<file path="src/core/sbm_pkg.sv">
// Purpose: Shared constants and carriers for the mode and status register bank
// Assumes: 16-bit host register bus, word addressed by A5..A1
// Notes: Offsets are byte addresses; the word index is the offset shifted right by one
package sbm_pkg;

  // ==========================================================================
  // Register map
  localparam int unsigned ADR_W = 5;
  localparam logic [ADR_W-1:0] MODE_IDX = 5'h00; // Byte offset 0x00
  localparam logic [ADR_W-1:0] STATUS_IDX = 5'h01; // Byte offset 0x02
  localparam logic [15:0] MODE_RESET = 16'h0002; // Only the insert bit starts set
  localparam logic [15:0] MODE_WMASK = 16'h6ecf; // Unused bits 15,12,8,5,4 stay zero
  localparam logic [15:0] UNMAPPED_READ = 16'h0000;

  // ==========================================================================
  // Bank organisation codes
  localparam logic [1:0] BANK_ONE = 2'h0;
  localparam logic [1:0] BANK_TWO = 2'h1;
  localparam int unsigned NUM_BANKS = 4;
  localparam logic [NUM_BANKS-1:0] BANKS_ONE_MASK = 4'h1;
  localparam logic [NUM_BANKS-1:0] BANKS_TWO_MASK = 4'h3;
  localparam logic [NUM_BANKS-1:0] BANKS_FOUR_MASK = 4'hf;
  localparam logic [7:0] PAD_ZERO = 8'h00;
  localparam logic [7:0] PAD_ONES = 8'hff;
  localparam logic [7:0] BUSY_MODE_CODE = 8'h03; // Enter-busy-mode instruction

  // ==========================================================================
  // Operating mode control word, bit 15 first
  typedef struct packed {
    logic unused15;
    logic [1:0] bank_div;
    logic unused12;
    logic chain_write;
    logic chain_en;
    logic block_in;
    logic unused8;
    logic pad_ones;
    logic stay_awake;
    logic unused5;
    logic unused4;
    logic status_select;
    logic cycle_master_enable;
    logic tcode_insert;
    logic self_identification_store;
  } sbm_mode_s;

  // Live state reported by the rest of the controller (same clock)
  typedef struct packed {
    logic instruction_busy;
    logic bus_reset;
    logic bus_reset_done; // Pulse at end of bus reset
    logic won_root;
    logic forced_sleep;
    logic xfer_active;
    logic iso_cycle;
    logic atx_empty;
    logic arx_empty;
    logic atx_full;
    logic arx_full;
    logic [NUM_BANKS-1:0] bank_has_data;
    logic [NUM_BANKS-1:0] bank_full;
    logic int_pending;
    logic rx_async_pkt; // Pulse per received async packet
    logic rx_selfid_pkt; // Pulse per stored or seen self-ID packet
    logic rx_chain_read_resp; // Current packet is a chained block read response
    logic instr_strobe; // Pulse when an instruction is written
    logic [7:0] instr_code;
    logic busy_clear; // Pulse that leaves busy mode
  } sbm_core_s;

endpackage

</file>
<file path="src/core/sbm_pin_sync.sv">
// Purpose: Three-stage pin synchroniser with agreement filter
// Assumes: Inputs are asynchronous to core_clk_i
// Notes: Output changes only when stages two and three agree
`timescale 1ns/1ps
`default_nettype none
module sbm_pin_sync #(
  parameter int unsigned WIDTH = 1,
  parameter logic [WIDTH-1:0] INIT = '0
) (
  input wire logic core_clk_i, // Core clock
  input wire logic rst_b_i, // Async reset, active low
  input wire logic [WIDTH-1:0] pin_i, // Raw pins
  output logic [WIDTH-1:0] sync_o // Filtered level
);
  logic [WIDTH-1:0] stage1;
  logic [WIDTH-1:0] stage2;
  logic [WIDTH-1:0] stage3;

  // ==========================================================================
  // Stage one is read only by stage two
  always_ff @(posedge core_clk_i or negedge rst_b_i) begin
    if (!rst_b_i) begin
      stage1 <= INIT;
      stage2 <= INIT;
      stage3 <= INIT;
    end else begin
      stage1 <= pin_i;
      stage2 <= stage1;
      stage3 <= stage2;
    end
  end

  // Per-bit agreement, so a bit in transit does not glitch its neighbours
  for (genvar g = 0; g < WIDTH; g++) begin : g_agree
    always_ff @(posedge core_clk_i or negedge rst_b_i) begin
      if (!rst_b_i) begin
        sync_o[g] <= INIT[g];
      end else if (stage2[g] == stage3[g]) begin
        sync_o[g] <= stage3[g];
      end
    end
  end
endmodule // sbm_pin_sync
`default_nettype wire

</file>
<file path="src/core/sbm_regs.sv">
// Purpose: Operating mode control and status flag registers of the serial bus controller
// Assumes: Host strobes are asynchronous pins; core state arrives on core_clk_i
// Notes: Reads are free of side effects; status is sampled live while read strobe is low
`timescale 1ns/1ps
`default_nettype none
module sbm_regs (
  input wire logic core_clk_i, // 200 MHz core clock
  input wire logic rst_b_i, // Async reset, active low
  input wire logic cs_b_i, // Chip select pin, active low
  input wire logic rd_b_i, // Read strobe pin, active low
  input wire logic wr_b_i, // Write strobe pin, active low
  input wire logic [sbm_pkg::ADR_W-1:0] adr_i, // Word address A5..A1
  input wire logic [15:0] dat_i, // Data bus input
  output logic [15:0] dat_o, // Data bus output
  output logic dat_oe_o, // Data bus drive enable
  input wire logic pll_locked_i, // PLL lock, asynchronous
  input wire sbm_pkg::sbm_core_s core_i, // Live core state
  output sbm_pkg::sbm_mode_s mode_o, // Mode register contents
  output logic [sbm_pkg::NUM_BANKS-1:0] banks_used_o, // Active bank mask
  output logic [7:0] pad_fill_o, // Fill byte for short payloads
  output logic block_to_shared_o, // Route block writes to shared FIFO
  output logic layers_run_o, // Protocol layers out of internal reset
  output logic sleep_allowed_o, // Sleep instruction may sleep the port
  output logic link_state_valid_o, // Connection indications valid
  output logic cycle_master_o, // Acting as cycle master
  output logic selfid_keep_o, // Store self-ID packets
  output logic rx_busy_o, // Busy mode flag
  output logic ack_busy_o // Answer current async packet with busy
);
  // ==========================================================================
  // Pin synchronisation
  localparam int unsigned PIN_W = 3 + sbm_pkg::ADR_W + 16 + 1;
  localparam logic [PIN_W-1:0] PIN_INIT = {3'h7, {(PIN_W-3){1'b0}}};
  logic [PIN_W-1:0] pins_s;
  logic cs_b_s;
  logic rd_b_s;
  logic wr_b_s;
  logic [sbm_pkg::ADR_W-1:0] adr_s;
  logic [15:0] dat_s;
  logic pll_s;

  sbm_pin_sync #(.WIDTH(PIN_W), .INIT(PIN_INIT)) u_sync (
    .core_clk_i(core_clk_i),
    .rst_b_i(rst_b_i),
    .pin_i({cs_b_i, rd_b_i, wr_b_i, adr_i, dat_i, pll_locked_i}),
    .sync_o(pins_s)
  );
  assign {cs_b_s, rd_b_s, wr_b_s, adr_s, dat_s, pll_s} = pins_s;

  // ==========================================================================
  // Bank decode, used by routing and by three status flags
  function automatic logic [sbm_pkg::NUM_BANKS-1:0] bank_mask(input logic [1:0] div);
    if (div == sbm_pkg::BANK_ONE) begin
      bank_mask = sbm_pkg::BANKS_ONE_MASK;
    end else if (div == sbm_pkg::BANK_TWO) begin
      bank_mask = sbm_pkg::BANKS_TWO_MASK;
    end else begin
      bank_mask = sbm_pkg::BANKS_FOUR_MASK; // Lower bit ignored
    end
  endfunction

  // ==========================================================================
  // Write strobe: commit on the rising edge of the filtered strobe
  logic wr_b_d;
  logic wr_cs;
  logic wr_commit;
  sbm_pkg::sbm_mode_s mode;

  always_ff @(posedge core_clk_i or negedge rst_b_i) begin
    if (!rst_b_i) begin
      wr_b_d <= 1'b1;
      wr_cs <= 1'b0;
    end else begin
      wr_b_d <= wr_b_s;
      if (!wr_b_s) begin
        wr_cs <= !cs_b_s; // Select seen while strobe low
      end
    end
  end
  // Address and data are still stable at the strobe's release
  assign wr_commit = wr_cs && wr_b_s && !wr_b_d;

  // Mode register; status and unmapped words ignore writes
  always_ff @(posedge core_clk_i or negedge rst_b_i) begin
    if (!rst_b_i) begin
      mode <= sbm_pkg::MODE_RESET;
    end else if (wr_commit && adr_s == sbm_pkg::MODE_IDX) begin
      mode <= dat_s & sbm_pkg::MODE_WMASK;
    end
  end
  // Chain enable is cleared only by a software write or by reset, never by a suspend event
  assign mode_o = mode;

  // ==========================================================================
  // Mode-driven outputs
  assign banks_used_o = bank_mask(mode.bank_div);
  assign pad_fill_o = mode.pad_ones ? sbm_pkg::PAD_ONES : sbm_pkg::PAD_ZERO;
  // Software keeps block_in low while chaining, so chain data is never diverted
  assign block_to_shared_o = mode.block_in;
  assign sleep_allowed_o = !mode.stay_awake;
  assign link_state_valid_o = mode.stay_awake || !core_i.forced_sleep;
  assign selfid_keep_o = mode.self_identification_store;
  // Chain direction and tcode insert act through mode_o.chain_write and
  // mode_o.tcode_insert in the packet engines

  // ==========================================================================
  // Internal reset release; lock loss after release is not re-armed
  logic released;
  always_ff @(posedge core_clk_i or negedge rst_b_i) begin
    if (!rst_b_i) begin
      released <= 1'b0;
    end else if (pll_s) begin
      released <= 1'b1;
    end
  end
  assign layers_run_o = released;

  // ==========================================================================
  // Cycle master: decided once per bus reset
  always_ff @(posedge core_clk_i or negedge rst_b_i) begin
    if (!rst_b_i) begin
      cycle_master_o <= 1'b0;
    end else if (core_i.bus_reset_done) begin
      cycle_master_o <= mode.cycle_master_enable && core_i.won_root;
    end else if (core_i.bus_reset) begin
      cycle_master_o <= 1'b0;
    end
  end

  // ==========================================================================
  // Busy mode: a set in the same cycle as a clear wins
  logic busy_set;
  assign busy_set = released && (core_i.rx_async_pkt || core_i.rx_selfid_pkt ||
    (core_i.instr_strobe && core_i.instr_code == sbm_pkg::BUSY_MODE_CODE));
  always_ff @(posedge core_clk_i or negedge rst_b_i) begin
    if (!rst_b_i) begin
      rx_busy_o <= 1'b0;
    end else if (busy_set) begin
      rx_busy_o <= 1'b1;
    end else if (core_i.busy_clear) begin
      rx_busy_o <= 1'b0;
    end
  end
  // Chained block read responses ignore busy mode
  assign ack_busy_o = rx_busy_o && !core_i.rx_chain_read_resp;

  // ==========================================================================
  // Live status word, no storage so reads cannot disturb it
  logic [15:0] status;
  logic [sbm_pkg::NUM_BANKS-1:0] used;
  logic live;
  always_comb begin
    used = bank_mask(mode.bank_div);
    live = released;
    status[15] = core_i.instruction_busy || !live;
    status[14] = live && !core_i.bus_reset && !core_i.forced_sleep;
    status[13] = core_i.xfer_active;
    status[12] = mode.status_select ? |(core_i.bank_has_data & used)
                                    : core_i.iso_cycle;
    status[11] = core_i.atx_empty;
    status[10] = core_i.arx_empty;
    status[9] = |(~core_i.bank_has_data & used);
    status[8] = !core_i.atx_full;
    status[7] = !core_i.arx_full;
    status[6] = |(~core_i.bank_full & used);
    status[5] = live;
    status[4] = core_i.forced_sleep;
    status[3] = !core_i.arx_empty;
    status[2] = rx_busy_o;
    status[1] = cycle_master_o;
    status[0] = core_i.int_pending;
  end

  // ==========================================================================
  // Read path: data refreshed every cycle of a selected read
  logic reading;
  assign reading = !cs_b_s && !rd_b_s;
  always_ff @(posedge core_clk_i or negedge rst_b_i) begin
    if (!rst_b_i) begin
      dat_o <= 16'h0000;
      dat_oe_o <= 1'b0;
    end else begin
      dat_oe_o <= reading;
      if (reading) begin
        unique case (adr_s)
          sbm_pkg::MODE_IDX: dat_o <= mode;
          sbm_pkg::STATUS_IDX: dat_o <= status;
          default: dat_o <= sbm_pkg::UNMAPPED_READ;
        endcase
      end
    end
  end
endmodule // sbm_regs
`default_nettype wire

</file>
<file path="config.mk">
export PLATFORM = sky130hd
export DESIGN_NAME = sbm_regs
export DESIGN_NICKNAME = d
export VERILOG_FILES = /design/src/core/sbm_pkg.sv /design/src/core/sbm_pin_sync.sv /design/src/core/sbm_regs.sv
export SDC_FILE = /design/constraint.sdc
export NUM_CORES = 1
export LEC_CHECK = 0
export BUFFER_PORTS_ARGS = -buffer_cell sky130_fd_sc_hd__buf_2
export CAP_MARGIN = 25
export CORE_UTILIZATION = 45
export DETAILED_ROUTE_END_ITERATION = 6
export PLACE_DENSITY = 0.72
export SETUP_SLACK_MARGIN = 0.05
export SLEW_MARGIN = 40
export SYNTH_ARGS = -nofsm -noshare
export SYNTH_HDL_FRONTEND = slang
export SYNTH_HIERARCHICAL = 1
export SYNTH_SLANG_ARGS = --single-unit
</file>
<file path="constraint.sdc">
create_clock -name core_clk_i -period 2.2 [get_ports core_clk_i]
set_clock_uncertainty 0.15 [all_clocks]
set_input_delay 0.11 -clock core_clk_i [delete_from_list [all_inputs] [get_ports core_clk_i]]
set_output_delay 0.11 -clock core_clk_i [all_outputs]
set_load 0.1 [all_outputs]
</file>
After elaboration in Yosys (flattened, before gate mapping)
Index checks and enable logic that the tools add are counted.
W data, S select, Z words.
- multiplexer cells: 9
- eq/ne operators: 23
- reduce and logical (&&, ||, !) cells: 32
- bitwise gates (word level): 5
- operators with widths (cell ; number):
    $pmux W16 S2 ; 1
    $eq A1 B1 Y1 ; 20
    $and A4 B4 Y4 ; 3
    $reduce_or A4 Y1 ; 3
    $logic_not A1 Y1 ; 11
    $logic_and A1 B1 Y1 ; 10
    $eq A8 B2 Y1 const B ; 1
    $mux W4 ; 2
    $mux W8 ; 1
    $not A4 Y4 ; 2
    $eq A5 B1 Y1 const B ; 1
    $logic_not A5 Y1 ; 1
    $mux W1 ; 5
    $logic_or A1 B1 Y1 ; 4
    $reduce_bool A2 Y1 ; 2
    $eq A2 B1 Y1 const B ; 1
    $logic_not A2 Y1 ; 1
- bits of input ports: 60
- output and inout port bits: 53
- flip-flop bits (word level): 128

Longest topological paths before layout
- word-level depth: 7
- mapped depth: 5
- mapped depth without buffers: 4

Modules after synthesis
Netlist, hierarchy kept.
- modules (own cells, without submodules) (module ; area an instance (um2) ; instances ; seq. area each (um2) ; cells each):
    sbm_pin_sync ; 2798.9 ; 1 ; 2517.4 ; 125
    sbm_regs ; 1665.3 ; 1 ; 828.3 ; 154

Worst setup path after synthesis
Ideal clock, no wire load.
- path kind: flip-flop to output port
- from: register mode, in the netlist mode_o[6]
- to: output link_state_valid_o
- cell stages (with the launch flop): 3
- slack: -0.546 ns
- path buffers: 0
- arrival time: 2.486 ns
- data required time: 1.940 ns
- cell sequence: dfrtp_1 > inv_1 > nand2_1
- cells in the longest elaborated chain, start to end: 1
- ends and longest elaborated chain (what ; line ; source):
    start: declaration ; sbm_regs.sv:67 ; sbm_pkg::sbm_mode_s mode;
    start signal: assignment ; sbm_regs.sv:86 ; mode <= sbm_pkg::MODE_RESET;
    start signal: assignment ; sbm_regs.sv:88 ; mode <= dat_s & sbm_pkg::MODE_WMASK;
    $logic_or A1 B1 Y1 ; sbm_regs.sv:101 ; assign link_state_valid_o = mode.stay_awake || !core_i.forced_sleep;
    end: declaration ; sbm_regs.sv:24 ; output logic link_state_valid_o,
Every way passes these cells.

Final worst setup path
- from: register u_sync.sync_o[18]
- to: register mode, in the netlist mode_o[6]
- cells in the longest elaborated chain, start to end: 2
- ends and longest elaborated chain (what ; line ; source):
    start: declaration ; sbm_pin_sync.sv:13 ; output logic [WIDTH-1:0] sync_o
    start signal: indexed assignment ; sbm_pin_sync.sv:37 ; sync_o[g] <= INIT[g];
    start signal: indexed assignment ; sbm_pin_sync.sv:39 ; sync_o[g] <= stage3[g];
    $logic_not A5 Y1 ; sbm_regs.sv:87 ; end else if (wr_commit && adr_s == sbm_pkg::MODE_IDX) begin
    $logic_and A1 B1 Y1 ; sbm_regs.sv:87 ;
Every way passes these cells.
A chain may end at the register's enable or synchronous reset.

==> flow_metrics.env <==
export IMPL_hp_class="input pin to register"
export IMPL_cp_max_fo=5
export IMPL_nets=464
export IMPL_die_x_um=95.19
export IMPL_root_buffer="clkbuf_8"
export IMPL_hold_depth=4
export IMPL_num_rows=33
export IMPL_die_area_mm2=0.009060
export IMPL_cp_end_kind="register"
export IMPL_fin_setup_tns_ps=0
export IMPL_cts_buffer_depth=2
export IMPL_hold_viol_final=0
export IMPL_tightest_slew_ps=584.4
export IMPL_drt_pass1_iter_count=4
export IMPL_drive_above_1_share_pct=46.75
export IMPL_place_gp_congestion=0.6922
export IMPL_fp_dieH_um=95.19
export IMPL_port_buffers=101
export IMPL_power_density_mw_per_mm2=1132
export IMPL_worst_ep_arrival_time_ps=2400
export IMPL_grt_pass1_vias=2560
export IMPL_coreArea_mm2=0.008299
export IMPL_syn_cell_area_mm2=0.003907
export IMPL_cts_sinks=113
export IMPL_critPathKind="register to register"
export IMPL_clk_pin_slew_ps=50
export IMPL_outcome="complete, no violations"
export IMPL_required_ps=2440
export IMPL_start_util_pct=47.08
export IMPL_area_delta_synth_final_pct=40.60
export IMPL_h_tree_depth=4
export IMPL_vdd_drop_max_mv=0.6053
export IMPL_min_period_over_period_pct=97.98
export IMPL_insertion_delay_ps=510
export IMPL_routedWlPerCell_um=15.04
export IMPL_yosysWarnings=6
export IMPL_antenna_left=0
export IMPL_grt_max_degree=43
export IMPL_routed_wl_mm=7.821
export IMPL_diodes=0
export IMPL_antenna_found_initial=0
export IMPL_postSynthAreaPerCell_um2=15.38
export IMPL_slew_violations=0
export IMPL_vias_per_cell=4.758
export IMPL_drv_cap=0
export IMPL_drt_iter0_markers=93
export IMPL_gr_total_overflow=0
export IMPL_cts_made_buffers=17
export IMPL_critPathLaunchType="register"
export IMPL_rsz0062_at_grt="no"
export IMPL_power_leakage_nw=2.691
export IMPL_postSynthCellCount=254
export IMPL_tritoncts="built"
export IMPL_ios=113
export IMPL_vias=2474
export IMPL_drc=0
export IMPL_total_power_w=0.006218
export IMPL_dp_hpwl_mm=4.705
export IMPL_fmax_ghz=0.4639
export IMPL_slew_headroom_pct=61.04
export IMPL_instances_no_fill=520
export IMPL_period_needed_ps=2156
export IMPL_grt_pass1_wl_mm=12.21
export IMPL_setup_viol=0
export IMPL_reg2reg_depth=3
export IMPL_track_usage_pct=19.06
export IMPL_placedCellCount=446
-- per-layer routing --
metal | vias up | share of wire (%) | track usage (%)
li1 | 1151 | - | -
met1 | 1219 | 42 | 21.83
met2 | 91 | 50 | 30.71
met3 | 13 | 6.5 | 7.735
met4 | 0 | 1.9 | 9.848
met5 | - | 0 | 0
-- sequential cells by signal, indices dropped and copies added (netlist names), 9 cells and up --
name,count
dat_o,16
mode_o,9
u_sync/stage1,20
u_sync/stage2,20
u_sync/stage3,20
u_sync/sync_o,20
-- layout by cell type, fill, tap and decap left out, types with 6 or more instances in the layout --
master and instances:
buf_2 100, buf_4 9, clkbuf_16 16, clkbuf_8 7, conb_1 6, dfrtp_1 97
dfstp_2 14, dlygate4sd3_1 41, inv_1 6, maj3_2 20, mux2_4 10, mux2i_1 9
nand2_1 22, o21ai_0 10, o31ai_1 14
-- per-stage QoR --
stage	hold slack, ps	setup slack (ps)	util (%)	area, um2
6_report	16.52	44.43	66.20	5494
5_1_grt	19.54	21.52	66.20	5494
4_1_cts	0.4615	44.58	66.23	5497
3_5_place_dp	-2.376	36.75	53.96	4478
3_3_place_gp	-5.591	73.57	53.96	4478
2_1_floorplan	-335.6	40.36	-	3940
-- where the power goes --
group,switching [W],internal [W]
combinational,0.000956,0.000279
sequential,0.000120,0.00224
clock,0.000849,0.00177
total,0.00192,0.00429
-- area by class of cell --
type                            instances  area (um2)
Sequential cell                       113        2848
Fill cell                             597        2805
Timing Repair Buffer                  151       998.5
Multi-Input combinational cell        114       907.1
Clock buffer                           25       504.2
Tap cell                              105       131.4
Clock inverter                          5       75.07
Inverter                                7       30.03
-- worst max-delay path: stages, from the launching register on --
cell and delay [ps]:
dfrtp_1 390, or4_4 570, or4_4 610, mux2_4 320
-- timing repair --
item	in CTS	in global routing
hold buffers	42	0
hold endpoints to repair	135	0
resized for setup	1	0
setup endpoints to repair	10	20
setup buffers	1	1
cloned	1	0
pin swaps	2	2
-- worst paths after layout --
check / from / to / slack [ps]
worst min-delay path: core_i[21] / dat_o[12] / 20
worst max register to register: u_sync/sync_o[18] / mode_o[6] / 40
min in group asynchronous: rst_b_i / u_sync/stage1[21] / 530
max in group asynchronous: rst_b_i / u_sync/stage1[22] / 680
worst min register to register: u_sync/stage1[10] / u_sync/stage2[10] / 190
worst max-delay path: u_sync/sync_o[18] / mode_o[6] / 40
No activity file was read; power rests on OpenSTA's default activity.
